==> src/hw/usb_unit_pkg.sv <==
// Purpose: Shared constants of the USB interface unit register block
// Assumes: 32-bit peripheral accesses, registers on word offsets
// Notes:   Offsets are byte addresses within the peripheral
`default_nettype none
package usb_unit_pkg;
   // Peripheral number that selects this unit
   localparam logic [7:0]  PERIPH_ID       = 8'h01;
   // Register offsets
   localparam logic [7:0]  OFS_RESET       = 8'h00;
   localparam logic [7:0]  OFS_ADDR        = 8'h08;
   localparam logic [7:0]  OFS_FUNC        = 8'h0C;
   localparam logic [7:0]  OFS_OTG_CTL     = 8'h10;
   localparam logic [7:0]  OFS_OTG_STAT    = 8'h14;
   localparam logic [7:0]  OFS_SERIAL      = 8'h18;
   localparam logic [7:0]  OFS_FLAGS       = 8'h1C;
   localparam logic [7:0]  OFS_STICKY      = 8'h20;
   localparam logic [7:0]  OFS_PMASK       = 8'h24;
   localparam logic [7:0]  OFS_SOF         = 8'h28;
   localparam logic [7:0]  OFS_PID         = 8'h2C;
   localparam logic [7:0]  OFS_EP          = 8'h30;
   localparam logic [7:0]  OFS_EPMARK      = 8'h34;
   localparam logic [7:0]  OFS_OTGMASK     = 8'h38;
   // Reset values
   localparam logic [4:0]  FUNC_RST        = 5'h07;
   localparam logic [3:0]  SERIAL_RST      = 4'h2;
   // Flag bit positions
   localparam int          FLG_TOKEN       = 6;
   localparam int          FLG_SE0         = 5;
   localparam int          FLG_K           = 4;
   localparam int          FLG_J           = 3;
   localparam int          FLG_CRC16       = 2;
   localparam int          FLG_RXACT       = 1;
   localparam int          FLG_RXERR       = 0;
   // Flags that follow a level source when not sticky
   localparam logic [6:0]  FLAG_LEVEL_MASK = 7'h3B;
   // Line state codes
   localparam logic [1:0]  LS_SE0          = 2'h0;
   localparam logic [1:0]  LS_J            = 2'h1;
   localparam logic [1:0]  LS_K            = 2'h2;
   // Packet identifier classes and checks
   localparam logic [1:0]  PID_TOKEN_TYPE  = 2'h1;
   localparam logic [1:0]  PID_DATA_TYPE   = 2'h3;
   localparam logic [3:0]  PID_SOF         = 4'h5;
   localparam logic [2:0]  TOKEN_BYTES     = 3'h3;
   localparam logic [4:0]  CRC5_INIT       = 5'h1F;
   localparam logic [4:0]  CRC5_POLY       = 5'h05;
   localparam logic [4:0]  CRC5_RESID      = 5'h0C;
   localparam logic [15:0] CRC16_INIT      = 16'hFFFF;
   localparam logic [15:0] CRC16_POLY      = 16'h8005;
   localparam logic [15:0] CRC16_RESID     = 16'h800D;
endpackage
`default_nettype wire

==> src/hw/usb_token_checker.sv <==
// Purpose: Checks received packets: PID, CRC5, CRC16, address match
// Assumes: Bytes arrive LSB first as whole bytes while rx_active is high
// Notes:   Verdicts are one-cycle pulses after the packet ends; pid, ep, frame follow the stored bytes
`timescale 1ns/1ns
`default_nettype none
module usb_token_checker (
   input  wire  logic        clk,
   input  wire  logic        rst,
   input  wire  logic        clr,
   input  wire  logic        rx_active,
   input  wire  logic        rx_valid,
   input  wire  logic [7:0]  rx_data,
   input  wire  logic [6:0]  dev_addr,
   output var   logic        tok_ok,
   output var   logic        sof_ok,
   output var   logic        crc16_bad,
   output var   logic        pid_ok,
   output var   logic [3:0]  pid,
   output var   logic [3:0]  ep,
   output var   logic [10:0] frame
);
   logic [2:0]  cnt_reg;   // Bytes in packet, saturates
   logic [7:0]  pid_reg;   // First byte of packet
   logic [15:0] tok_reg;   // Last two bytes
   logic [4:0]  c5_reg;    // Running CRC5
   logic [15:0] c16_reg;   // Running CRC16
   logic        act_d_reg; // Receive active, delayed

   // Serial CRC update over one byte, LSB first
   function automatic logic [15:0] crc_step(input logic [15:0] c, input logic [7:0] d,
                                            input logic [15:0] poly, input int top);
      logic [15:0] r;
      r = c;
      for (int i = 0; i < 8; i++) begin
         if (d[i] ^ r[top]) begin
            r = (r << 1) ^ poly;
         end else begin
            r = r << 1;
         end
      end
      return r;
   endfunction

   wire        pkt_end  = act_d_reg & ~rx_active;
   wire        pid_good = (pid_reg[7:4] == ~pid_reg[3:0]) && (cnt_reg != 3'h0);
   wire        is_tok   = pid_good && (pid_reg[1:0] == usb_unit_pkg::PID_TOKEN_TYPE)
                          && (cnt_reg == usb_unit_pkg::TOKEN_BYTES)
                          && (c5_reg == usb_unit_pkg::CRC5_RESID);
   wire        is_sof   = pid_reg[3:0] == usb_unit_pkg::PID_SOF;
   wire        addr_hit = tok_reg[6:0] == dev_addr;
   wire [15:0] c5_wide  = crc_step({11'h000, c5_reg}, rx_data, {11'h000, usb_unit_pkg::CRC5_POLY}, 4);
   wire [15:0] c16_next = crc_step(c16_reg, rx_data, usb_unit_pkg::CRC16_POLY, 15);

   // Byte collection; count restarts whenever the receiver goes idle
   always_ff @(posedge clk or posedge rst) begin
      if (rst) begin
         cnt_reg   <= 3'h0;
         pid_reg   <= 8'h00;
         tok_reg   <= 16'h0000;
         c5_reg    <= 5'h00;
         c16_reg   <= 16'h0000;
         act_d_reg <= 1'b0;
      end else if (clr) begin
         cnt_reg   <= 3'h0;
         act_d_reg <= 1'b0;
      end else begin
         act_d_reg <= rx_active;
         if (!rx_active) begin
            cnt_reg <= 3'h0;
         end else if (rx_valid && cnt_reg == 3'h0) begin
            cnt_reg <= 3'h1;
            pid_reg <= rx_data;
            c5_reg  <= usb_unit_pkg::CRC5_INIT;
            c16_reg <= usb_unit_pkg::CRC16_INIT;
         end else if (rx_valid) begin
            cnt_reg <= (cnt_reg == 3'h7) ? cnt_reg : cnt_reg + 3'h1;
            tok_reg <= {rx_data, tok_reg[15:8]};
            c5_reg  <= c5_wide[4:0];
            c16_reg <= c16_next;
         end
      end
   end

   // Verdicts at end of packet; SOF carries no address
   always_ff @(posedge clk or posedge rst) begin
      if (rst) begin
         tok_ok    <= 1'b0;
         sof_ok    <= 1'b0;
         crc16_bad <= 1'b0;
         pid_ok    <= 1'b0;
         pid       <= 4'h0;
         ep        <= 4'h0;
         frame     <= 11'h000;
      end else begin
         tok_ok    <= ~clr & pkt_end & is_tok & ~is_sof & addr_hit;
         sof_ok    <= ~clr & pkt_end & is_tok & is_sof;
         crc16_bad <= ~clr & pkt_end & pid_good & (pid_reg[1:0] == usb_unit_pkg::PID_DATA_TYPE)
                      & (c16_reg != usb_unit_pkg::CRC16_RESID);
         pid_ok    <= ~clr & pkt_end & pid_good;
         pid       <= pid_reg[3:0];
         ep        <= tok_reg[10:7];
         frame     <= tok_reg[10:0];
      end
   end
endmodule // usb_token_checker
`default_nettype wire

==> src/hw/usb_interface_unit.sv <==
// Purpose: Control and status registers of the USB interface unit
// Assumes: Peripheral port accesses are single-cycle, UTMI+ signals synchronous
// Notes:   Any write to the reset offset restores every register next edge, except the read answer and checker byte store
// Function
// - Forward only packets matching stored 7-bit address
// - Bits 4:2 drive OPMODE, reset one
// - Bits 1,0 drive TERMSELECT, XCVRSELECT, reset one
// - OTG control bits drive vbus and pull outputs
// - OTG status word mirrors UTMI+ status inputs
// - Serial bits 6:4 show live receive lines
// - Serial bits drive SE0, data, mode, enable_n
// - Flag 6 set on good addressed token
// - Flags 5,4,3 set on SE0, K, J
// - Flag 2 set on CRC16 failure
// - Flags 1,0 follow receive active and error
// - Non-sticky flags 6,2 clear at next packet
// - Sticky mask holds flags until one written
// - Four byte masks OR flags onto ports
// - Eleven-bit frame number from SOF, readable and writable
// - Last received PID captured, read-only
// - Last endpoint kept with valid bit 4
// - Marked endpoint delivered ORed with 0x10
// - Write to reset offset restores all state but read answer and checker bytes
`timescale 1ns/1ns
`default_nettype none
module usb_interface_unit (
   input  wire  logic        CLK_SYS,
   input  wire  logic        SYS_RST,
   input  wire  logic [7:0]  PER_NUM,
   input  wire  logic [7:0]  PER_ADDR,
   input  wire  logic        PER_WR,
   input  wire  logic        PER_RD,
   input  wire  logic [31:0] PER_WDATA,
   output logic        [31:0] PER_RDATA,
   output logic              PER_RVALID,
   input  wire  logic        UTMI_RXVALID,
   input  wire  logic        UTMI_RXACTIVE,
   input  wire  logic        UTMI_RXERROR,
   input  wire  logic [7:0]  UTMI_DATAOUT,
   input  wire  logic [1:0]  UTMI_LINESTATE,
   input  wire  logic        BVALID,
   input  wire  logic        IDGND,
   input  wire  logic        HOSTDISCONNECT,
   input  wire  logic        VBUSVALID,
   input  wire  logic        SESSVALID,
   input  wire  logic        SESSEND,
   input  wire  logic        RXRCV,
   input  wire  logic        RXDM,
   input  wire  logic        RXDP,
   output logic        [2:0] OPMODE,
   output logic              TERMSELECT,
   output logic              XCVRSELECT,
   output logic              EXTERNAL_VBUS_INDICATOR,
   output logic              DRIVE_VBUS_EXTERNAL,
   output logic              CHRGVBUS,
   output logic              DISCHRGVBUS,
   output logic              DMPULLDOWN,
   output logic              DPPULLDOWN,
   output logic              IDPULLUP,
   output logic              TXSE0,
   output logic              TXDATA,
   output logic              TXENABLE_N,
   output logic              FSLSSERIAL,
   output logic              FLAG_PORT_A,
   output logic              FLAG_PORT_B,
   output logic              FLAG_PORT_C,
   output logic              FLAG_PORT_D,
   output logic        [4:0] RX_EP_DATA,
   output logic              RX_EP_VALID
);
   // Register state
   logic [6:0]  addr_reg;      // Function address
   logic [4:0]  func_reg;      // OPMODE, TERMSELECT, XCVRSELECT
   logic [7:0]  otg_ctl_reg;   // OTG drive bits
   logic [5:0]  otg_stat_reg;  // Sampled OTG status
   logic [3:0]  serial_reg;    // Serial drive bits
   logic [6:0]  flags_reg;     // Line event flags
   logic [6:0]  sticky_reg;    // Stickiness mask
   logic [31:0] pmask_reg;     // Four port masks
   logic [10:0] sof_reg;       // Frame number from SOF
   logic [3:0]  pid_reg;       // Last PID
   logic [4:0]  ep_reg;        // Last endpoint and valid
   logic [15:0] epmark_reg;    // Endpoint marking
   logic [31:0] otgmask_reg;   // OTG status mask word
   logic [3:0]  port_reg;      // Flag port outputs
   logic [4:0]  rxep_reg;      // Delivered endpoint
   logic        rxep_vld_reg;  // Delivery strobe
   logic [31:0] rdata_reg;     // Read answer
   logic        rvld_reg;      // Read answer strobe
   logic        rxact_d_reg;   // Receive active, delayed

   // Checker results
   logic        tok_ok;
   logic        sof_ok;
   logic        crc16_bad;
   logic        pid_ok;
   logic [3:0]  tok_pid;
   logic [3:0]  tok_ep;
   logic [10:0] sof_frame;

   // Access decode; other peripheral numbers are ignored
   wire        sel       = PER_NUM == usb_unit_pkg::PERIPH_ID;
   wire        wr_hit    = sel & PER_WR;
   wire        rd_hit    = sel & PER_RD;
   wire        sw_clr    = wr_hit && PER_ADDR == usb_unit_pkg::OFS_RESET;
   wire        w_addr    = wr_hit && PER_ADDR == usb_unit_pkg::OFS_ADDR;
   wire        w_func    = wr_hit && PER_ADDR == usb_unit_pkg::OFS_FUNC;
   wire        w_otg     = wr_hit && PER_ADDR == usb_unit_pkg::OFS_OTG_CTL;
   wire        w_serial  = wr_hit && PER_ADDR == usb_unit_pkg::OFS_SERIAL;
   wire        w_flags   = wr_hit && PER_ADDR == usb_unit_pkg::OFS_FLAGS;
   wire        w_sticky  = wr_hit && PER_ADDR == usb_unit_pkg::OFS_STICKY;
   wire        w_pmask   = wr_hit && PER_ADDR == usb_unit_pkg::OFS_PMASK;
   wire        w_sof     = wr_hit && PER_ADDR == usb_unit_pkg::OFS_SOF;
   wire        w_epmark  = wr_hit && PER_ADDR == usb_unit_pkg::OFS_EPMARK;
   wire        w_otgmask = wr_hit && PER_ADDR == usb_unit_pkg::OFS_OTGMASK;
   wire [6:0]  w1c       = w_flags ? PER_WDATA[6:0] : 7'h00;
   wire        pkt_start = UTMI_RXACTIVE & ~rxact_d_reg;

   // Read multiplexer; unmapped and write-only offsets read zero
   wire [31:0] rd_word =
      (PER_ADDR == usb_unit_pkg::OFS_ADDR)     ? {25'h0000000, addr_reg} :
      (PER_ADDR == usb_unit_pkg::OFS_FUNC)     ? {27'h0000000, func_reg} :
      (PER_ADDR == usb_unit_pkg::OFS_OTG_CTL)  ? {24'h000000, otg_ctl_reg} :
      (PER_ADDR == usb_unit_pkg::OFS_OTG_STAT) ? {26'h0000000, otg_stat_reg} :
      (PER_ADDR == usb_unit_pkg::OFS_SERIAL)   ? {25'h0000000, RXRCV, RXDM, RXDP, serial_reg} :
      (PER_ADDR == usb_unit_pkg::OFS_FLAGS)    ? {25'h0000000, flags_reg} :
      (PER_ADDR == usb_unit_pkg::OFS_STICKY)   ? {25'h0000000, sticky_reg} :
      (PER_ADDR == usb_unit_pkg::OFS_PMASK)    ? pmask_reg :
      (PER_ADDR == usb_unit_pkg::OFS_SOF)      ? {21'h000000, sof_reg} :
      (PER_ADDR == usb_unit_pkg::OFS_PID)      ? {28'h0000000, pid_reg} :
      (PER_ADDR == usb_unit_pkg::OFS_EP)       ? {27'h0000000, ep_reg} :
      (PER_ADDR == usb_unit_pkg::OFS_EPMARK)   ? {16'h0000, epmark_reg} :
      (PER_ADDR == usb_unit_pkg::OFS_OTGMASK)  ? otgmask_reg : 32'h00000000;

   // Event sources per flag bit
   wire [6:0] flag_src = {tok_ok,
                          UTMI_LINESTATE == usb_unit_pkg::LS_SE0,
                          UTMI_LINESTATE == usb_unit_pkg::LS_K,
                          UTMI_LINESTATE == usb_unit_pkg::LS_J,
                          crc16_bad,
                          UTMI_RXACTIVE,
                          UTMI_RXERROR};

   // Per-flag next value; a new event always beats a clear
   logic [6:0] flag_next;
   logic [3:0] port_any;
   genvar g;
   generate
      for (g = 0; g < 7; g++) begin : g_flag
         assign flag_next[g] =
            sticky_reg[g] ? (flag_src[g] | (flags_reg[g] & ~w1c[g])) :
            usb_unit_pkg::FLAG_LEVEL_MASK[g] ? flag_src[g] :
            (flag_src[g] | (flags_reg[g] & ~w1c[g] & ~pkt_start));
      end
      for (g = 0; g < 4; g++) begin : g_port
         assign port_any[g] = |(flags_reg & pmask_reg[8*g +: 7]);
      end
   endgenerate

   usb_token_checker u_check (
      .clk       (CLK_SYS),
      .rst       (SYS_RST),
      .clr       (sw_clr),
      .rx_active (UTMI_RXACTIVE),
      .rx_valid  (UTMI_RXVALID),
      .rx_data   (UTMI_DATAOUT),
      .dev_addr  (addr_reg),
      .tok_ok    (tok_ok),
      .sof_ok    (sof_ok),
      .crc16_bad (crc16_bad),
      .pid_ok    (pid_ok),
      .pid       (tok_pid),
      .ep        (tok_ep),
      .frame     (sof_frame)
   );

   // Control registers written by software
   always_ff @(posedge CLK_SYS or posedge SYS_RST) begin
      if (SYS_RST) begin
         addr_reg    <= 7'h00;
         func_reg    <= usb_unit_pkg::FUNC_RST;
         otg_ctl_reg <= 8'h00;
         serial_reg  <= usb_unit_pkg::SERIAL_RST;
         sticky_reg  <= 7'h00;
         pmask_reg   <= 32'h00000000;
         epmark_reg  <= 16'h0000;
         otgmask_reg <= 32'h00000000;
      end else if (sw_clr) begin
         addr_reg    <= 7'h00;
         func_reg    <= usb_unit_pkg::FUNC_RST;
         otg_ctl_reg <= 8'h00;
         serial_reg  <= usb_unit_pkg::SERIAL_RST;
         sticky_reg  <= 7'h00;
         pmask_reg   <= 32'h00000000;
         epmark_reg  <= 16'h0000;
         otgmask_reg <= 32'h00000000;
      end else begin
         if (w_addr)    addr_reg    <= PER_WDATA[6:0];
         if (w_func)    func_reg    <= PER_WDATA[4:0];
         if (w_otg)     otg_ctl_reg <= PER_WDATA[7:0] & 8'hDF;
         if (w_serial)  serial_reg  <= PER_WDATA[3:0];
         if (w_sticky)  sticky_reg  <= PER_WDATA[6:0];
         if (w_pmask)   pmask_reg   <= PER_WDATA;
         if (w_epmark)  epmark_reg  <= PER_WDATA[15:0];
         if (w_otgmask) otgmask_reg <= PER_WDATA;
      end
   end

   // Status capture: flags, OTG inputs, frame, PID, endpoint
   always_ff @(posedge CLK_SYS or posedge SYS_RST) begin
      if (SYS_RST) begin
         flags_reg    <= 7'h00;
         otg_stat_reg <= 6'h00;
         sof_reg      <= 11'h000;
         pid_reg      <= 4'h0;
         ep_reg       <= 5'h00;
         rxact_d_reg  <= 1'b0;
      end else if (sw_clr) begin
         flags_reg    <= 7'h00;
         otg_stat_reg <= 6'h00;
         sof_reg      <= 11'h000;
         pid_reg      <= 4'h0;
         ep_reg       <= 5'h00;
         rxact_d_reg  <= 1'b0;
      end else begin
         flags_reg    <= flag_next;
         otg_stat_reg <= {BVALID, IDGND, HOSTDISCONNECT, VBUSVALID, SESSVALID, SESSEND};
         rxact_d_reg  <= UTMI_RXACTIVE;
         // A received SOF wins over a software load in the same cycle
         if (sof_ok)      sof_reg <= sof_frame;
         else if (w_sof)  sof_reg <= PER_WDATA[10:0];
         if (pid_ok)      pid_reg <= tok_pid;
         if (tok_ok)      ep_reg  <= {1'b1, tok_ep};
      end
   end

   // Port outputs and endpoint delivery, all registered
   always_ff @(posedge CLK_SYS or posedge SYS_RST) begin
      if (SYS_RST) begin
         port_reg     <= 4'h0;
         rxep_reg     <= 5'h00;
         rxep_vld_reg <= 1'b0;
      end else if (sw_clr) begin
         port_reg     <= 4'h0;
         rxep_reg     <= 5'h00;
         rxep_vld_reg <= 1'b0;
      end else begin
         port_reg     <= port_any;
         rxep_vld_reg <= tok_ok;
         if (tok_ok)  rxep_reg <= {epmark_reg[tok_ep], tok_ep};
      end
   end

   // Read answer one cycle after the request
   always_ff @(posedge CLK_SYS or posedge SYS_RST) begin
      if (SYS_RST) begin
         rdata_reg <= 32'h00000000;
         rvld_reg  <= 1'b0;
      end else begin
         rvld_reg  <= rd_hit;
         if (rd_hit)  rdata_reg <= rd_word;
      end
   end

   // Outputs straight from flip-flops
   assign PER_RDATA               = rdata_reg;
   assign PER_RVALID              = rvld_reg;
   assign OPMODE                  = func_reg[4:2];
   assign TERMSELECT              = func_reg[1];
   assign XCVRSELECT              = func_reg[0];
   assign EXTERNAL_VBUS_INDICATOR = otg_ctl_reg[7];
   assign DRIVE_VBUS_EXTERNAL     = otg_ctl_reg[6];
   assign CHRGVBUS                = otg_ctl_reg[4];
   assign DISCHRGVBUS             = otg_ctl_reg[3];
   assign DMPULLDOWN              = otg_ctl_reg[2];
   assign DPPULLDOWN              = otg_ctl_reg[1];
   assign IDPULLUP                = otg_ctl_reg[0];
   assign TXSE0                   = serial_reg[3];
   assign TXDATA                  = serial_reg[2];
   assign TXENABLE_N              = serial_reg[1];
   assign FSLSSERIAL              = serial_reg[0];
   assign FLAG_PORT_A             = port_reg[0];
   assign FLAG_PORT_B             = port_reg[1];
   assign FLAG_PORT_C             = port_reg[2];
   assign FLAG_PORT_D             = port_reg[3];
   assign RX_EP_DATA              = rxep_reg;
   assign RX_EP_VALID             = rxep_vld_reg;
endmodule // usb_interface_unit
`default_nettype wire

==> config.mk <==
export PLATFORM = sky130hd
export DESIGN_NAME = usb_interface_unit
export DESIGN_NICKNAME = d
export VERILOG_FILES = /design/src/hw/usb_unit_pkg.sv /design/src/hw/usb_token_checker.sv /design/src/hw/usb_interface_unit.sv
export SDC_FILE = /design/constraint.sdc
export NUM_CORES = 1
export LEC_CHECK = 0
export BUFFER_PORTS_ARGS = -buffer_cell sky130_fd_sc_hd__buf_2
export CAP_MARGIN = 20
export CORE_ASPECT_RATIO = 2
export CORE_MARGIN = 3
export CORE_UTILIZATION = 30
export CTS_CLUSTER_SIZE = 8
export DETAILED_ROUTE_END_ITERATION = 10
export SLEW_MARGIN = 25
export SYNTH_ARGS = -nofsm -noshare
export SYNTH_HDL_FRONTEND = slang
export SYNTH_SLANG_ARGS = --single-unit
==> constraint.sdc <==
create_clock -name CLK_SYS -period 11.2 [get_ports CLK_SYS]
set_clock_uncertainty 0.2 [all_clocks]
set_input_delay 2.8 -clock CLK_SYS [delete_from_list [all_inputs] [get_ports CLK_SYS]]
set_output_delay 2.8 -clock CLK_SYS [all_outputs]
set_load 0.05 [all_outputs]
==> impl_metrics.yaml, run 1 <==
timing:
  slew_violations: 0
  worst_pin_slew_ns: 1.01
  hold_viol: 0
  rsz0062_at_grt: "false"
  slew-limit-headroom_pct: 32.1
  worst_slack_ns: 5.60
  timing.fmax_mhz: 179
  setup_tns_ns: 0
  final.min_clock_period_ns: 5.60
  setup-violations-final: 0
  final.period_utilization_pct: 50.0
yosys:
  syn_inst: 1215
  ys_types: 70
  ys_warn_count: 0
  yosysTopAreaCell: "dfrtp_1"
  ys_ff_latch: 250
  syn_area_um2: 12000
  synth_area_per_cell_um2: 9.84
  synth_edf_count: 0
  synth-async-reset-ratio_pct: 100
  syn_nets: 1293
  netlist_top_cells_area: "dfrtp_1, nand2_1, a21oi_1"
  synth-main-ff-cell: "dfrtp_1"
  synth_top_area_share_pct: 51.5
  yosysSeqAreaShare_pct: 52.4
pwr:
  power.switching_uw: 635
  p_leak_uw: 0.00592
  comb_power_share_pct: 13.0
  p_seq_share_pct: 44.3
  power_density_nw_per_um2: 170
  total_power_uw: 2390
  peakVddDrop_uv: 78.3
  pwr-share-clk_pct: 42.7
  p_sw_share_pct: 26.6
  p_int_uw: 1760
floorplan:
  die_h_um: 288
  coreArea_um2: 39100
  initial_core_util_pct: 30.6
  io_pins: 133
  die-area_um2: 42400
  fp.dieW_um: 147
  row_count: 102
setup_path:
  worstPathRequired_ns: 11.39
  crit_path_start: "PER_ADDR[3]"
  worstPathMaxFanout: 48
  regToRegEndpoint: "u_check.c16_reg[15]$_DFFE_PP0P_"
  worstPathArrival_ns: 5.78
  end_kind: "flop"
  reg2reg_from: "u_check.c16_reg[13]$_DFFE_PP0P_"
  reg2reg_slack_ns: 8.79
  crit_path_end: "sof_reg[8]$_DFFE_PP0P_"
  critical_path_class: "primary input to flop"
  crit_path_start_kind: "primary input"
  reg2reg_depth: 6
grt:
  grtUsageTotal_pct: 19.0
  grt_pass1_wl_mm: 61.5
  grt_max_degree: 137
  grt.overflow.total: 0
  grt_antenna_before_repair: 0
  grt_pass1_vias: 10006
drt:
  first_iter_violations: 813
  wirelength_mm: 41.1
  drc: 0
  wl_per_cell_um: 22.2
  vias_per_cell: 5.31
  ant_nets: 0
  dr.pass1.iters: 6
  vias: 9816
min_path:
  hold_path_class: "flop to flop"
cells_and_area:
  drive_gt1_share_pct: 19.3
  area_growth_pct: 17.4
  diodes: 0
  fin_util_pct: 35.9
  instances_no_fill: 1849
  nets: 1392
  n_fill_cell: 4002
clock_tree:
  hold_buffers: 0
  cts_tree: "built"
  cts_resized: 0
  path_clk_slew_ns: 0.05
  cts-buffers-inserted: 37
  cts_sinks: 250
  root_buffer: "clkbuf_16"
  clock_latency_ns: 0.53
  cts_max_level: 2
  clock_path_buffers: 3
  post_cts_buffers: 0
placement:
  port-buffer-count: 132
  hpwlAfterDp_mm: 29.9
  pre_cts_ws_ns: 5.15
  gp_routability_congestion: 0.965
  dpl.cell_count: 1795
job:
  cap_violations: 0
run_status:
  status: "complete, no violations"
-- synthesized netlist by cell type (5+ instances only) --
| master | n |
|---|---|
| xnor2_1 | 30 |
| a31oi_1 | 19 |
| nand3_1 | 15 |
| buf_6 | 7 |
| mux2_2 | 41 |
| mux4_2 | 5 |
| a21oi_1 | 104 |
| inv_1 | 13 |
| nor3_1 | 18 |
| a32oi_1 | 7 |
| buf_2 | 20 |
| a22oi_1 | 30 |
| a222oi_1 | 10 |
| clkbuf_1 | 42 |
| nand2_1 | 228 |
| nor2_1 | 98 |
| nand2b_1 | 13 |
| nor2b_1 | 7 |
| mux2i_1 | 44 |
| dfrtp_1 | 246 |
| xor2_1 | 17 |
| and2_1 | 21 |
| buf_1 | 11 |
| o21ai_0 | 73 |
| buf_4 | 6 |
-- kinds of logic after synthesis --
logic type | Yosys count | synth area share, %
flops | 250 | 52.4
xor+xnor | 49 | 3.82
buf+inv | 100 | 3.98
fa+ha+maj | 4 | 0.419
compound gates | 281 | 14.3
simple gates | 439 | 16.5
mux | 92 | 8.68
-- per-layer routing --
metal	part of all wire (%)	global-route usage, %	routed length, um	vias to the layer above
li1	-	-	-	4423
met1	34	19.3	14200	4873
met2	53	34.6	21700	382
met3	5.2	3.56	2140	138
met4	7.5	13.4	3080	0
met5	0	0	0	-
-- area by class of cell --
type                       count  area, um^2  area share [%]
sequential                   250        6260            44.6
multi-input combinational    865        5250            37.4
clock buffer                  52        1020            7.30
timing repair buffer         146         766            5.46
tap                          520         651            4.64
inverter                      14        65.1           0.464
clock inverter                 2        17.5           0.125
-- power by group through the flow --
stage	clock network [uW]	registers [uW]	logic (uW)
after floorplan	0	1040	240
after global placement	0	1070	303
after detailed placement	0	1070	311
after CTS	1040	1060	313
after global routing	1080	1070	342
final	1020	1060	312
-- how the worst min path moves through the flow --
| stage | depth (start not counted) | endpoint | startpoint | slack [ns] |
|---|---|---|---|---|
| after floorplan | 0 | u_check.ep[0]$_DFF_PP0_ | u_check.tok_reg[7]$_DFFE_PP0P_ | 0.15 |
| after global placement | 0 | u_check.ep[0]$_DFF_PP0_ | u_check.tok_reg[7]$_DFFE_PP0P_ | 0.16 |
| after detailed placement | 0 | u_check.ep[0]$_DFF_PP0_ | u_check.tok_reg[7]$_DFFE_PP0P_ | 0.16 |
| after CTS | 0 | u_check.ep[0]$_DFF_PP0_ | u_check.tok_reg[7]$_DFFE_PP0P_ | 0.16 |
| after global routing | 0 | u_check.ep[0]$_DFF_PP0_ | u_check.tok_reg[7]$_DFFE_PP0P_ | 0.18 |
| final | 0 | u_check.ep[0]$_DFF_PP0_ | u_check.tok_reg[7]$_DFFE_PP0P_ | 0.16 |
-- critical path, cell delays in order --
cell and delay [ns]:
buf_2 0.09, buf_4 0.41, nor2b_1 0.62, nand2_1 0.33, nor3_2 0.88, mux2_2 0.42
mux2i_1 0.16, nor2_1 0.06
-- layout by cell type, fill, tap and decap left out, types with 5 or more instances in the layout --
| cell type | synthesis | routed |
|---|---|---|
| nand3_1 | 15 | 14 |
| nor2b_1 | 7 | 7 |
| a31oi_1 | 19 | 19 |
| clkbuf_16 | 0 | 39 |
| buf_2 | 20 | 132 |
| nand2_1 | 228 | 227 |
| a21oi_1 | 104 | 104 |
| mux2i_1 | 44 | 44 |
| and2_1 | 21 | 21 |
| buf_4 | 6 | 14 |
| dfrtp_1 | 246 | 246 |
| a22oi_1 | 30 | 30 |
| inv_1 | 13 | 12 |
| nor3_1 | 18 | 14 |
| o21ai_0 | 73 | 73 |
| a222oi_1 | 10 | 10 |
| xor2_1 | 17 | 17 |
| nand2b_1 | 13 | 13 |
| a32oi_1 | 7 | 7 |
| mux2_2 | 41 | 41 |
| nor3_2 | 2 | 6 |
| xnor2_1 | 30 | 30 |
| clkbuf_1 | 42 | 13 |
| nor2_1 | 98 | 98 |
| mux4_2 | 5 | 5 |
-- through the flow --
step | hold slack (ns) | cell area [um^2]
finish | 0.161 | 14000
global route | 0.175 | 14000
CTS | 0.163 | 14000
detailed placement | 0.164 | 13000
global placement | 0.157 | 13000
floorplan | 0.150 | 12000
(Power assumes the default switching activity.)
==> run 2, diff against run 1 <==
Clock period 11.2 ns to 4.9 ns, I/O delays scaled along.
==> run 2 against run 1 <==
Count of clock-buffer cells in the layout unchanged. Global-route usage up 0.50 points. Clock power up 130%. Cell area up 0.69%. Combinational power up 130%. Largest cell class unchanged. Power up 130%. Critical endpoint is now PER_RDATA[2]$_DFFE_PP0P_. Wire length up 1.3%. Sequential power up 130%. Critical path type unchanged.
==> impl_metrics.yaml, run 2 (same netlist as run 1, synthesis figures left out) <==
clock_tree:
  root_buffer: "clkbuf_16"
  cts_max_level: 2
  cts_sinks: 250
  clock_path_buffers: 3
  clock_latency_ns: 0.51
  path_clk_slew_ns: 0.05
  cts-buffers-inserted: 37
  cts_tree: "built"
  hold_buffers: 0
  cts_resized: 0
  post_cts_buffers: 0
drt:
  vias: 9827
  wl_per_cell_um: 22.4
  drc: 0
  wirelength_mm: 41.6
  first_iter_violations: 712
  dr.pass1.iters: 6
  ant_nets: 0
  vias_per_cell: 5.29
cells_and_area:
  instances_no_fill: 1858
  diodes: 0
  n_fill_cell: 4007
  layout_common_cells: "dfrtp_1, nand2_1, buf_2, a21oi_1, nor2_1"
  nets: 1401
  area_growth_pct: 18.2
  final_common_cell: "dfrtp_1"
  multi_input_area_um2: 5250
  regArea_um2: 6260
  drive_gt1_share_pct: 19.8
pwr:
  p_int_uw: 4020
  peakVddDrop_uv: 286
  power.switching_uw: 1460
  p_sw_share_pct: 26.7
  p_leak_uw: 0.00597
  comb_power_share_pct: 13.3
  p_seq_share_pct: 44.2
  pwr-share-clk_pct: 42.5
  power_density_nw_per_um2: 388
setup_path:
  worstPathRequired_ns: 5.12
  regToRegEndpoint: "u_check.c16_reg[15]$_DFFE_PP0P_"
  end_kind: "flop"
  worstPathArrival_ns: 3.89
  reg2reg_slack_ns: 2.42
  worstPathMaxFanout: 22
  reg2reg_depth: 6
  crit_path_start: "PER_ADDR[4]"
  reg2reg_from: "u_check.c16_reg[12]$_DFFE_PP0P_"
  critical_path_class: "primary input to flop"
  crit_path_start_kind: "primary input"
placement:
  dpl.cell_count: 1804
  pre_cts_ws_ns: 0.777
  hpwlAfterDp_mm: 30.9
  gp_routability_congestion: 0.961
  port-buffer-count: 132
floorplan:
  initial_core_util_pct: 30.6
  die_h_um: 288
  coreArea_um2: 39100
  die-area_um2: 42400
  io_pins: 133
  row_count: 102
  fp.dieW_um: 147
timing:
  timing.fmax_mhz: 273
  worst_pin_slew_ns: 0.968
  hold_viol: 0
  rsz0062_at_grt: "false"
  worst_slack_ns: 1.23
  final.period_utilization_pct: 74.9
  final.min_clock_period_ns: 3.67
  whs_ns: 0.180
  slew_violations: 0
  setup_tns_ns: 0
  setup-violations-final: 0
  slew-limit-headroom_pct: 35.3
grt:
  grt_antenna_before_repair: 0
  grt_pass1_vias: 10401
  grt.overflow.total: 0
  grt_pass1_wl_mm: 63.3
  grtUsageTotal_pct: 19.5
  grt_max_degree: 131
min_path:
  min_path_cells: 0
  worstHoldStart: "u_check.tok_reg[7]$_DFFE_PP0P_"
  hold_path_class: "flop to flop"
  holdPathEnd: "u_check.ep[0]$_DFF_PP0_"
job:
  cap_violations: 0
run_status:
  status: "complete, no violations"
-- run 2: changes by cell type in the layout (fill, tap and decap cells not counted), sizes merged --
cell      before  now
clkinv         3    2
buf          146  155
clkinvlp       0    1
-- run 2: worst max path at each step --
| stage | to | slack, ns | cells after the start |
|---|---|---|---|
| after global routing | PER_RDATA[0]$_DFFE_PP0P_ | 1.12 | 7 |
| final | PER_RDATA[2]$_DFFE_PP0P_ | 1.23 | 7 |
| after CTS | PER_RDATA[2]$_DFFE_PP0P_ | 1.28 | 7 |
| after global placement | PER_RDATA[2]$_DFFE_PP0P_ | 0.76 | 7 |
| after floorplan | PER_RDATA[0]$_DFFE_PP0P_ | 0.19 | 1 |
| after detailed placement | PER_RDATA[2]$_DFFE_PP0P_ | 0.78 | 7 |
-- run 2: cell type report --
| cell class | count | area share (%) |
|---|---|---|
| multi-input combinational | 865 | 37.1 |
| clock inverter | 2 | 0.124 |
| timing repair buffer | 155 | 6.16 |
| inverter | 14 | 0.399 |
| tap | 520 | 4.61 |
| clock buffer | 52 | 7.25 |
| sequential | 250 | 44.3 |
-- run 2: layer usage --
layer  track usage [%]  wire length, um  up-vias
met1              19.5            13700     4811
met4              13.5             3310        0
met2              36.2            22500      407
met5                 0                0        -
met3              3.36             2180      155
li1                  -                -     4454
-- run 2: stage by stage --
stage / power (uW) / cell area, um^2 / utilization, %
after detailed placement: 3190 / 13100 / 33.5
after global routing: 5690 / 14100 / 36.2
after floorplan: 2940 / 12000 / -
after global placement: 3160 / 13100 / 33.5
final: 5480 / 14100 / 36.2
after CTS: 5530 / 14100 / 36.2
-- run 2: power groups by stage --
stage               Clock, uW  Sequential [uW]  Combinational [uW]
finish                   2330             2420                 729
detailed placement          0             2460                 729
floorplan                   0             2390                 549
global route             2460             2450                 788
CTS                      2370             2420                 736
global placement            0             2450                 712
-- run 2: worst max-delay path: stages --
cell and delay, ns:
buf_2 0.34, or4b_1 0.80, nor2_2 0.64, a32oi_1 0.32, a21oi_1 0.24, a311oi_1 0.08, o31ai_1 0.24
